--- src/ldc_defs.svh ---
`ifndef LDC_DEFS_SVH
`define LDC_DEFS_SVH

// ----------------------------------------------------------------
// Register byte addresses
// ----------------------------------------------------------------
`define LDC_ADDR_CONTROL   12'h000
`define LDC_ADDR_CODE      12'h004
`define LDC_ADDR_STATUS    12'h008

// ----------------------------------------------------------------
// Field positions
// ----------------------------------------------------------------
`define LDC_BIT_ENABLE     7
`define LDC_BIT_PINOE      5
`define LDC_BIT_PSS_HI     3
`define LDC_BIT_PSS_LO     2
`define LDC_BIT_NSS        0
`define LDC_CODE_HI        4

// ----------------------------------------------------------------
// Implemented bit masks and reset values
// ----------------------------------------------------------------
`define LDC_CONTROL_MASK   8'had
`define LDC_CODE_MASK      8'h1f
`define LDC_CONTROL_RESET  8'h00
`define LDC_CODE_RESET     8'h00

`endif

--- src/ldc_pkg.sv ---
package ldc_pkg;

    // Positive reference choice
    typedef enum logic [1:0] {
        LDC_POS_SUPPLY   = 2'h0,
        LDC_POS_EXTPIN   = 2'h1,
        LDC_POS_FIXEDREF = 2'h2,
        LDC_POS_RESERVED = 2'h3
    } ldc_pos_ref_t;

    // Controls handed to the analog ladder and pin switch
    typedef struct packed {
        logic         converterEnable;
        logic         levelPinOutputEnable;
        ldc_pos_ref_t positiveReferenceSelect;
        logic         negativeReferenceSelect;
        logic [4:0]   outputLevelCode;
    } ldc_analog_ctl_t;

    // Pin override controls for the level output pin
    typedef struct packed {
        logic digitalDriverOff;
        logic inputDetectorOff;
        logic weakPullupOff;
        logic currentDriveOff;
    } ldc_pin_ovr_t;

endpackage

--- src/ldc_apb_slave.sv ---
`include "ldc_defs.svh"

// APB slave for the converter registers; single wait-free access
module ldc_apb_slave (
    input  wire logic        sys_clk,
    input  wire logic        resetn,
    input  wire logic        psel,
    input  wire logic        penable,
    input  wire logic        pwrite,
    input  wire logic [11:0] paddr,
    input  wire logic [31:0] pwdata,
    input  wire logic [3:0]  pstrb,
    input  wire logic [7:0]  controlRd,
    input  wire logic [7:0]  codeRd,
    input  wire logic [7:0]  statusRd,
    output logic             wrControl,
    output logic             wrCode,
    output logic [7:0]       wrData,
    output logic [31:0]      prdata,
    output logic             pready,
    output logic             pslverr
);

    logic        access;
    logic        mapped;
    logic [31:0] prdata_r;
    logic [31:0] prdata_nxt;
    logic        pslverr_r;
    logic        pslverr_nxt;

    // ----------------------------------------------------------------
    // Decode
    // ----------------------------------------------------------------
    assign access    = psel & penable;
    assign mapped    = (paddr == `LDC_ADDR_CONTROL) | (paddr == `LDC_ADDR_CODE)
                     | (paddr == `LDC_ADDR_STATUS);
    assign wrControl = access & pwrite & pstrb[0] & (paddr == `LDC_ADDR_CONTROL);
    assign wrCode    = access & pwrite & pstrb[0] & (paddr == `LDC_ADDR_CODE);
    assign wrData    = pwdata[7:0];
    assign pready    = 1'b1;
    assign prdata    = prdata_r;
    assign pslverr   = pslverr_r;

    // Read data prepared during setup, valid through access
    always_comb begin
        prdata_nxt  = prdata_r;
        pslverr_nxt = 1'b0;
        if (psel & ~penable) begin
            unique case (paddr)
                `LDC_ADDR_CONTROL: prdata_nxt = {24'h000000, controlRd};
                `LDC_ADDR_CODE:    prdata_nxt = {24'h000000, codeRd};
                `LDC_ADDR_STATUS:  prdata_nxt = {24'h000000, statusRd};
                default:           prdata_nxt = 32'h00000000;
            endcase
            pslverr_nxt = ~mapped;
        end
    end

    always_ff @(posedge sys_clk or negedge resetn) begin
        if (!resetn) begin
            prdata_r  <= 32'h00000000;
            pslverr_r <= 1'b0;
        end else begin
            prdata_r  <= prdata_nxt;
            pslverr_r <= pslverr_nxt;
        end
    end

endmodule

--- src/ladder_dac_control.sv ---
`include "ldc_defs.svh"

module ladder_dac_control (
    input  wire logic                    sys_clk,
    input  wire logic                    resetn,
    input  wire logic                    psel,
    input  wire logic                    penable,
    input  wire logic                    pwrite,
    input  wire logic [11:0]             paddr,
    input  wire logic [31:0]             pwdata,
    input  wire logic [3:0]              pstrb,
    output logic [31:0]                  prdata,
    output logic                         pready,
    output logic                         pslverr,
    input  wire logic                    levelPinIn,
    output ldc_pkg::ldc_analog_ctl_t     analogCtl,
    output ldc_pkg::ldc_pin_ovr_t        pinOverride,
    output logic                         levelPinDigitalIn
);

    logic       wrControl;
    logic       wrCode;
    logic [7:0] wrData;
    logic [7:0] control_r;
    logic [7:0] control_nxt;
    logic [7:0] code_r;
    logic [7:0] code_nxt;
    logic       pinSync0_r;
    logic       pinSync1_r;
    logic       pinDigIn_r;
    logic       pinDigIn_nxt;
    logic [7:0] statusRd;
    ldc_pkg::ldc_analog_ctl_t analog_r;
    ldc_pkg::ldc_analog_ctl_t analog_nxt;
    ldc_pkg::ldc_pin_ovr_t    pinOvr_r;
    ldc_pkg::ldc_pin_ovr_t    pinOvr_nxt;

    // ----------------------------------------------------------------
    // Bus slave
    // ----------------------------------------------------------------
    ldc_apb_slave u_apb (
        .sys_clk   (sys_clk),
        .resetn    (resetn),
        .psel      (psel),
        .penable   (penable),
        .pwrite    (pwrite),
        .paddr     (paddr),
        .pwdata    (pwdata),
        .pstrb     (pstrb),
        .controlRd (control_r),
        .codeRd    (code_r),
        .statusRd  (statusRd),
        .wrControl (wrControl),
        .wrCode    (wrCode),
        .wrData    (wrData),
        .prdata    (prdata),
        .pready    (pready),
        .pslverr   (pslverr)
    );

    // Status shows the enable, pin and reference controls actually driven to the ladder; level code not included
    assign statusRd = {analog_r.converterEnable, 1'b0, analog_r.levelPinOutputEnable, 1'b0,
                       analog_r.positiveReferenceSelect, 1'b0, analog_r.negativeReferenceSelect};

    // ----------------------------------------------------------------
    // Control registers
    // ----------------------------------------------------------------
    // Writes masked to implemented bits; no sleep or wake input touches them
    always_comb begin
        control_nxt = control_r;
        code_nxt    = code_r;
        if (wrControl) begin
            control_nxt = wrData & `LDC_CONTROL_MASK;
        end
        if (wrCode) begin
            code_nxt = wrData & `LDC_CODE_MASK;
        end
    end

    // Any reset clears enable, pin routing and level code
    always_ff @(posedge sys_clk or negedge resetn) begin
        if (!resetn) begin
            control_r <= `LDC_CONTROL_RESET;
            code_r    <= `LDC_CODE_RESET;
        end else begin
            control_r <= control_nxt;
            code_r    <= code_nxt;
        end
    end

    // ----------------------------------------------------------------
    // Analog controls
    // ----------------------------------------------------------------
    // Decode stored bits into ladder and pin controls
    always_comb begin
        analog_nxt.converterEnable         = control_r[`LDC_BIT_ENABLE];
        analog_nxt.levelPinOutputEnable    = control_r[`LDC_BIT_PINOE];
        analog_nxt.positiveReferenceSelect =
            ldc_pkg::ldc_pos_ref_t'(control_r[`LDC_BIT_PSS_HI:`LDC_BIT_PSS_LO]);
        analog_nxt.negativeReferenceSelect = control_r[`LDC_BIT_NSS];
        analog_nxt.outputLevelCode         = code_r[`LDC_CODE_HI:0];
        pinOvr_nxt.digitalDriverOff        = control_r[`LDC_BIT_PINOE];
        pinOvr_nxt.inputDetectorOff        = control_r[`LDC_BIT_PINOE];
        pinOvr_nxt.weakPullupOff           = control_r[`LDC_BIT_PINOE];
        pinOvr_nxt.currentDriveOff         = control_r[`LDC_BIT_PINOE];
    end

    always_ff @(posedge sys_clk or negedge resetn) begin
        if (!resetn) begin
            analog_r <= '0;
            pinOvr_r <= '0;
        end else begin
            analog_r <= analog_nxt;
            pinOvr_r <= pinOvr_nxt;
        end
    end

    assign analogCtl   = analog_r;
    assign pinOverride = pinOvr_r;

    // ----------------------------------------------------------------
    // Pin digital read
    // ----------------------------------------------------------------
    // Two-stage synchroniser on the pin input
    always_ff @(posedge sys_clk or negedge resetn) begin
        if (!resetn) begin
            pinSync0_r <= 1'b0;
            pinSync1_r <= 1'b0;
        end else begin
            pinSync0_r <= levelPinIn;
            pinSync1_r <= pinSync0_r;
        end
    end

    // Read forced low while the pin carries the converter voltage
    always_comb begin
        pinDigIn_nxt = pinSync1_r & ~control_r[`LDC_BIT_PINOE];
    end

    always_ff @(posedge sys_clk or negedge resetn) begin
        if (!resetn) begin
            pinDigIn_r <= 1'b0;
        end else begin
            pinDigIn_r <= pinDigIn_nxt;
        end
    end

    assign levelPinDigitalIn = pinDigIn_r;

endmodule

--- config.mk ---
export PLATFORM = sky130hd
export DESIGN_NAME = ladder_dac_control
export DESIGN_NICKNAME = d
export VERILOG_FILES = /design/src/ldc_pkg.sv /design/src/ldc_apb_slave.sv /design/src/ladder_dac_control.sv
export VERILOG_INCLUDE_DIRS = /design/src
export SDC_FILE = /design/constraint.sdc
export NUM_CORES = 1
export LEC_CHECK = 0
export BUFFER_PORTS_ARGS = -buffer_cell sky130_fd_sc_hd__buf_2
export CORE_AREA = 2 2 51 72
export CTS_BUF_LIST = sky130_fd_sc_hd__clkbuf_4 sky130_fd_sc_hd__clkbuf_8
export DETAILED_ROUTE_END_ITERATION = 8
export DIE_AREA = 0 0 53 74
export PLACE_DENSITY_LB_ADDON = 0.12
export SETUP_SLACK_MARGIN = 0.4
export SLEW_MARGIN = 5
export SYNTH_ARGS = -nofsm -noshare
export SYNTH_HDL_FRONTEND = slang
export SYNTH_SLANG_ARGS = --single-unit
--- constraint.sdc ---
create_clock -name sys_clk -period 2.52 [get_ports sys_clk]
set_input_delay 0.504 -clock sys_clk [delete_from_list [all_inputs] [get_ports sys_clk]]
set_output_delay 0.504 -clock sys_clk [all_outputs]
set_load 0.01 [all_outputs]
* Word-level counts from Yosys, hierarchy flattened
Cells that the tools add are included.
Word-level totals: bits in registers 56, bits in writable memories 0, memories 0, bits in read-only memories 0, bits in latches 0, output and inout bits 49
Operators by class: add/subtract/negate cells 0, reduce and logical (&&, ||, !) cells 1, multiplexer cells 2, order comparisons 0, divide/modulo/power cells 0, bitwise operators 12, $mul 0, shift operators 0, equality and inequality tests 2
Operator list (number):
- $pmux 8 s3 | 1
- $eq 12x3->1 const B | 1
- $eq 12x4->1 const B | 1
- $logic_not 12->1 | 1
- $and 1x1->1 | 7
- $not 1->1 | 3
- $or 1x1->1 | 2
- $mux 1 | 1

* Depth between registers and ports, before layout
Gate-level depths: netlist (run 1).
depth in word-level cells 5, mapped depth 4, gate-level depth less buffers 3

* Hierarchy
A second synthesis (run 1) with hierarchy kept.
Unflattened totals: cells, all modules 127, area, all modules 1570.3 um^2
By module, submodules not included:
- ldc_apb_slave | cells an instance 88, seq. area each 225.2 um^2, area an instance 842.1 um^2, times used 1
- ladder_dac_control | cells an instance 39, seq. area each 575.6 um^2, area an instance 728.2 um^2, times used 1

* Worst setup path before layout (run 1)
No wires, ideal clock.
path type input to register, from input port paddr[5], to register code_r[0], setup slack 517 ps, required time 2395 ps, arrival 1878 ps, setup time 125 ps, buffers on the path 0, stages on the path 3, cells stage by stage or4_1 > nor4_4 > mux2_2
Between the ends: word-level cells in the longest chain between the ends 2
RTL lines:
- start: declaration | line ladder_dac_control.sv:9 | input wire logic [11:0] paddr,
- $eq 12x3->1 (no source line)
- $and 1x1->1 | line ldc_apb_slave.sv:38 | assign wrCode = access & pwrite & pstrb[0] & (paddr == `LDC_ADDR_CODE);
- end signal: assignment | line ladder_dac_control.sv:84 | code_r <= `LDC_CODE_RESET;
- end signal: assignment | line ladder_dac_control.sv:87 | code_r <= code_nxt;
- end: declaration | line ladder_dac_control.sv:26 | logic [7:0] code_r;
Every way passes these cells. A chain may end at the register's enable or synchronous reset.

* Worst setup path in the final report (run 1)
from input port paddr[5], to register code_r[3]
Same word-level chain as after synthesis.

==> results of run 1 <==
==> power by group <==
| part | internal [mW] | total [mW] | switching [mW] |
|---|---|---|---|
| registers | 0.504 | 0.507 | 0.00285 |
| clock network | 0.259 | 0.425 | 0.166 |
| logic | 0.0252 | 0.0808 | 0.0556 |
| total | 0.789 | 1.01 | 0.224 |
==> registers in the layout, summed over array words and instances (netlist names) <==
register           count
analogCtl              9
code_r                 5
control_r              5
levelPinDigitalIn      1
pinOverride            1
pinSync0_r             1
pinSync1_r             1
u_apb.prdata           7
u_apb.pslverr          1
==> worst paths after layout <==
| kind | start | to | slack (ns) | depth (start not counted) |
|---|---|---|---|---|
| worst max-delay path | paddr[5] | code_r[3] | 0.55 | 4 |
| worst min register to register | pinSync0_r | pinSync1_r | 0.35 | 0 |
| min in group sys_clk | levelPinIn | pinSync0_r | 0.34 | 1 |
| max in group asynchronous | resetn | analogCtl[2] | 1.83 | 1 |
| worst max register to register | control_r[3] | u_apb.prdata[3] | 1.43 | 3 |
| worst min-delay path | resetn | pinSync1_r | 0.26 | 1 |
==> layout make-up <==
cell class,count,area [um^2],share of cell area
clock buffer,8,103.9,0.06153
sequential,31,775.7,0.4596
inverter,1,3.754,0.002224
multi-input combinational,77,514.2,0.3047
timing repair buffer,48,240.2,0.1423
tap,40,50.05,0.02965
==> critical path: stages <==
cell,delay (ns)
sky130_fd_sc_hd__buf_2,0.10
sky130_fd_sc_hd__or4_1,0.63
sky130_fd_sc_hd__nor4_4,0.51
sky130_fd_sc_hd__mux2_2,0.39
==> cells by family (layout without fill, tap and decap cells) <==
family,after synthesis,after routing,synth area share
other,2,26,0.005224
AO/OA/AOI/OAI,9,9,0.04788
buffers and inverters,33,57,0.1654
multiplexers,15,15,0.1158
flip-flops,31,31,0.5396
AND/OR/NAND/NOR,27,27,0.1262
==> routing by layer <==
metal  global-route usage  up-vias  part of all wire
li1                     -      447                 -
met1               0.1709      456              0.35
met3              0.05221        5             0.077
met5                    0        -                 0
met4              0.08547        0             0.017
met2               0.2667       37              0.55
==> cell usage after synthesis, types with 2 or more instances <==
cell type	number
sky130_fd_sc_hd__nor4_1	2
sky130_fd_sc_hd__o41ai_1	2
sky130_fd_sc_hd__nor2_1	3
sky130_fd_sc_hd__mux2i_1	2
sky130_fd_sc_hd__nor4_4	2
sky130_fd_sc_hd__conb_1	2
sky130_fd_sc_hd__mux2_2	13
sky130_fd_sc_hd__o21ai_0	2
sky130_fd_sc_hd__nor3_1	2
sky130_fd_sc_hd__or4_1	2
sky130_fd_sc_hd__nand3_1	3
sky130_fd_sc_hd__dfrtp_1	31
sky130_fd_sc_hd__a221oi_1	2
sky130_fd_sc_hd__nor2b_1	3
sky130_fd_sc_hd__buf_4	30
sky130_fd_sc_hd__nand2_1	6
==> metrics.sh, run 1 <==
SYNTH.TOP_CELLS.BY_AREA='sky130_fd_sc_hd__dfrtp_1 54%, sky130_fd_sc_hd__buf_4 16%, sky130_fd_sc_hd__mux2_2 10%'
ANTENNA_CELLS_INSERTED=0
SLEW_HEADROOM=0.5568
NETLIST-CELL-TYPE-COUNT=26
ROUTED-VIA-COUNT=945
SYNTHDOMINANTCELLAREASHARE=0.5396
CAP_VIOLATIONS=0
SYNTH_ASYNC_SR_FLOP_SHARE=1.000
STDCELL_COUNT=205
MAX-VDD-IR-DROP_uV=427.2
LAYOUT.NETS=218
FIN_WS_NS=0.5536
FLOORPLAN.ROWS=25
PLACEABLECOREAREA_UM2=3284
GRT_SETUP_UNREPAIRED='false'
HTREE_NUM_LEVELS=2
SYNTH_FLOP_CELL='sky130_fd_sc_hd__dfrtp_1'
POSTSYNTHAREAPERCELL_UM2=12.29
DRC_ERRORS=0
YOSYS.AREA.TOP_TYPE='sky130_fd_sc_hd__dfrtp_1'
CTS_TREE='done'
FINAL_CELL_MIX='48 x sky130_fd_sc_hd__buf_2, 31 x sky130_fd_sc_hd__dfrtp_1, 26 x sky130_fd_sc_hd__conb_1'
FP.DIEH_UM=74
PLACE_WORST_SETUP_SLACK_NS=0.2455
INITIAL_CELL_DENSITY_OF_THE_CORE=0.4377
HOLD-WORST-SLACK_NS=0.2570
DRT-INITIAL-DRC-COUNT=12
CTS_BUFFER_DEPTH=2
STARTPOINT_TYPES='primary input'
TIGHTEST_SLEW_NS=0.6647
IO_BUFFER_COUNT=48
SETUP.WORST_PATH.CLASS='in2reg'
DR_WL_CELL_UM=13.50
ROUTABILITYCONGESTION=0.7351
P_TOTAL_mW=1.013
POSTCTSSETUPREPAIRBUFS=0
SEQ_AREA_FRAC_SYNTH=0.5396
STATIC_POWER_DUE_TO_LEAKAGE_nW=0.9430
POST_DETAILED_ROUTE_COUNT_OF_ANTENNA_VIOLATING_NETS=0
PERIOD_NEEDED_NS=1.966
SYNTH_EDF_COUNT=0
HOLD_VIOL_FINAL=0
DPL-INSTANCE-AREA_UM2=1584
FILLERS=339
SYNTH_SEQ_CELLS=31
SKEW_NS=0.004489
IO_PINS=103
CTS.REPORTEDPATHS.CLKPINSLEW_NS=0.06
PLACED_CELLS=197
PATH_MAX_FANOUT=5
YS_WARN_COUNT=0
NUMCLOCKSINKS=31
FINAL_UTIL=0.5139
GLOBALROUTETOTALUTIL=0.1573
POWER_DENSITY_nW_PER_UM2=600.4
FIRST_PASS_GRT_WIRE_LENGTH_MM=4.229
MOSTFREQUENTLAYOUTCELL='sky130_fd_sc_hd__buf_2'
CP.REQUIRED_NS=2.68
TOTAL_NEGATIVE_SLACK_FOR_SETUP_CHECKS_NS=0
DIE_AREA_UM2=3922
CLK-INSERTION-DELAY-LATE_NS=0.28
END_KIND='register'
NETLIST_INSTANCES=117
FINAL_MAX_SLEW_VIOL_COUNT=0
TIMING.CRITICAL_PATH.ARRIVAL_NS=2.13
ANTENNA_VIOLATIONS_BEFORE_REPAIR=0
DIE_W_UM=53
FRACTION_OF_FINAL_LAYOUT_CELLS_WITH_DRIVE_STRENGTH_GREATER_THAN_1=0.4364
CTS-RESIZED-GATES=0
GRT_MAX_DEGREE=32
ROOT_BUFFER='sky130_fd_sc_hd__clkbuf_8'
MAX_FREQ_MHz=508.6
GLOBALROUTE.TOTALOVERFLOW=0
DR.PASS1.ITERS=4
HOLD_CLASS='in2async'
LAYOUT_WORST_PATH_CYCLE_SHARE=0.7803
CTS_BUFFERS=5
FINAL_CELL_AREA_UM2=1688
CTS-HOLD-FIX-BUFFERS=0
DETAILEDPLACEMENTHPWL_MM=2.122
OUTCOME='finished clean'
DRT-TOTAL-WL_MM=2.768
FIRST_GLOBAL_VIAS=902
LAYOUT-AREA-OVERHEAD-VS-SYNTH_PCT=17.41
SETUP_VIOL=0
VIAS_PER_CELL=4.610
POST_SYNTH_INSTANCE_AREA_UM2=1438
Power figures use the tool's default switching activity.
==> run 2: changes to the inputs <==
Settings changed: CORE_AREA 2 2 51 72 to 2 2 55 78, DIE_AREA 0 0 53 74 to 0 0 57 80.
Clock period 2.52 ns to 1.63 ns, I/O delays scaled along.
==> metrics.sh, run 2 (synthesis results as in run 1) <==
OUTCOME='finished clean'
END_KIND='register'
STATIC_POWER_DUE_TO_LEAKAGE_nW=1.047
ANTENNA_CELLS_INSERTED=0
PLACEABLECOREAREA_UM2=3851
CTS_BUFFER_DEPTH=2
TIGHTEST_SLEW_NS=0.6708
FINAL_MAX_SLEW_VIOL_COUNT=0
IO_PINS=103
TIMING.RR.START='control_r[3]'
ROOT_BUFFER='sky130_fd_sc_hd__clkbuf_8'
CRITICAL_PATH.N_BUFFERS_INVERTERS=2
INITIAL_CELL_DENSITY_OF_THE_CORE=0.3733
LAYOUT.NETS=230
FIRST_GLOBAL_VIAS=973
IO_BUFFER_COUNT=48
SLEW_HEADROOM=0.5528
HOLD_CLASS='in2async'
FINAL_CELL_MIX='44 x sky130_fd_sc_hd__buf_2, 31 x sky130_fd_sc_hd__dfrtp_1, 26 x sky130_fd_sc_hd__conb_1'
DRC_ERRORS=0
STDCELL_COUNT=220
SETUP.WORST_PATH.CLASS='in2reg'
REG2REG_SLACK_NS=0.52
CAP_VIOLATIONS=0
ANTENNA_VIOLATIONS_BEFORE_REPAIR=0
DR_WL_CELL_UM=14.66
CP.REQUIRED_NS=1.79
DRT-TOTAL-WL_MM=3.225
GRT_SETUP_UNREPAIRED='true'
STARTPOINT_TYPES='primary input'
SKEW_NS=0.005683
DETAILEDPLACEMENTHPWL_MM=2.282
MAX-VDD-IR-DROP_uV=567.6
PATH_MAX_FANOUT=5
PLACED_CELLS=208
FRACTION_OF_FINAL_LAYOUT_CELLS_WITH_DRIVE_STRENGTH_GREATER_THAN_1=0.5593
DIE_AREA_UM2=4560
WORSTREGTOREGCELLS=3
NUMCLOCKSINKS=31
FIRST_PASS_GRT_WIRE_LENGTH_MM=4.692
CTS_TREE='done'
CTS-HOLD-FIX-BUFFERS=0
TIMING.CRITICAL_PATH.ARRIVAL_NS=1.78
GLOBALROUTETOTALUTIL=0.1390
LAYOUT_WORST_PATH_CYCLE_SHARE=0.9896
CTS.REPORTEDPATHS.CLKPINSLEW_NS=0.06
VIAS_PER_CELL=4.636
PERIOD_NEEDED_NS=1.613
SETUP_VIOL=0
WORST_PATH_DOMINANT_CELL_FAMILY='simple AND/OR/NAND/NOR gates'
CRIT-REG2REG-CAPTURE='u_apb.prdata[3]'
DRT-INITIAL-DRC-COUNT=21
FP.DIEH_UM=80
ROUTABILITYCONGESTION=0.7507
HOLD_VIOL_FINAL=0
CRITICAL-PATH-MAX-STAGE-DELAY_NS=0.57
POST_DETAILED_ROUTE_COUNT_OF_ANTENNA_VIOLATING_NETS=0
LARGEST_REG_FLOPS=9
LAYOUT-AREA-OVERHEAD-VS-SYNTH_PCT=35.07
GRT_MAX_DEGREE=32
DR.PASS1.ITERS=3
MAX_FREQ_MHz=619.9
MOSTFREQUENTLAYOUTCELL='sky130_fd_sc_hd__buf_2'
CTS_BUFFERS=5
ROUTED-VIA-COUNT=1020
POWER_DENSITY_nW_PER_UM2=778.7
CRITPATHSLOWESTCELL='sky130_fd_sc_hd__or4_4'
CP_CELL_SEQUENCE='buf_6 -> or4_4 -> nor4_4 -> buf_6 -> mux2_4'
GLOBALROUTE.TOTALOVERFLOW=0
CLK-INSERTION-DELAY-LATE_NS=0.28
FLOORPLAN.ROWS=27
HTREE_NUM_LEVELS=2
CRIT_PATH_FREQUENT_CELL='sky130_fd_sc_hd__buf_6'
FINAL_CELL_AREA_UM2=1942
DIE_W_UM=57
DPL-INSTANCE-AREA_UM2=1669
## run 2: worst max-delay path by stage
| stage | end | cells past startpoint | slack [ns] | start |
|---|---|---|---|---|
| 2_1_floorplan | control_r[2] | 3 | -0.14 | paddr[5] |
| 5_1_grt | control_r[2] | 5 | -0.0004 | paddr[4] |
| 3_5_place_dp | code_r[0] | 5 | -0.30 | paddr[9] |
| 6_report | control_r[5] | 5 | 0.02 | paddr[4] |
| 3_3_place_gp | control_r[7] | 5 | -0.30 | paddr[5] |
| 4_1_cts | code_r[0] | 5 | 0.007 | paddr[9] |
## run 2: repair_timing
item	in CTS	in global routing
setup endpoints to repair	15	17
gates resized for setup	11	22
buffers inserted	0	4
pin swaps	2	12
endpoints found under the hold margin	0	0
## run 2: report_power, final
group	internal, mW	switching (mW)
clock network	0.291	0.270
registers	0.779	0.00354
logic	0.0649	0.104
## run 2: worst reg2reg max path, stage by stage (launching register included)
cell and delay (ns):
sky130_fd_sc_hd__dfrtp_1 0.39, sky130_fd_sc_hd__mux2_2 0.29, sky130_fd_sc_hd__a221oi_2 0.25, sky130_fd_sc_hd__nor3_2 0.07
## run 2: layout make-up
| class | instances | area [um^2] |
|---|---|---|
| clock buffer | 5 | 68.82 |
| clock inverter | 3 | 15.01 |
| fill | 361 | 1909 |
| inverter | 1 | 3.754 |
| multi-input combinational | 77 | 654.4 |
| sequential | 31 | 775.7 |
| tap | 43 | 53.80 |
| timing repair buffer | 60 | 370.4 |
## run 2: metrics by stage
stage | setup WS [ns] | total power, mW | utilization | TNS, ns | hold slack (ns)
CTS | 0.007236 | 1.507 | 0.4688 | 0 | 0.1022
global placement | -0.2984 | 0.9333 | 0.4334 | -2.941 | 0.3320
global route | -0.0004081 | 1.580 | 0.5042 | -0.0004081 | 0.1273
detailed placement | -0.3013 | 0.9369 | 0.4334 | -2.931 | 0.3372
finish | 0.01690 | 1.512 | 0.5042 | 0 | 0.07859
floorplan | -0.1407 | 0.9086 | - | -1.359 | 0.03041
## run 2: metal layers
| layer | wire length, um | global-route usage | part of all wire | vias to the layer above |
|---|---|---|---|---|
| li1 | - | - | - | 472 |
| met1 | 1202 | 0.1567 | 0.37 | 500 |
| met2 | 1726 | 0.2241 | 0.54 | 41 |
| met3 | 219 | 0.04862 | 0.068 | 7 |
| met4 | 78 | 0.08140 | 0.024 | 0 |
| met5 | 0 | 0 | 0 | - |
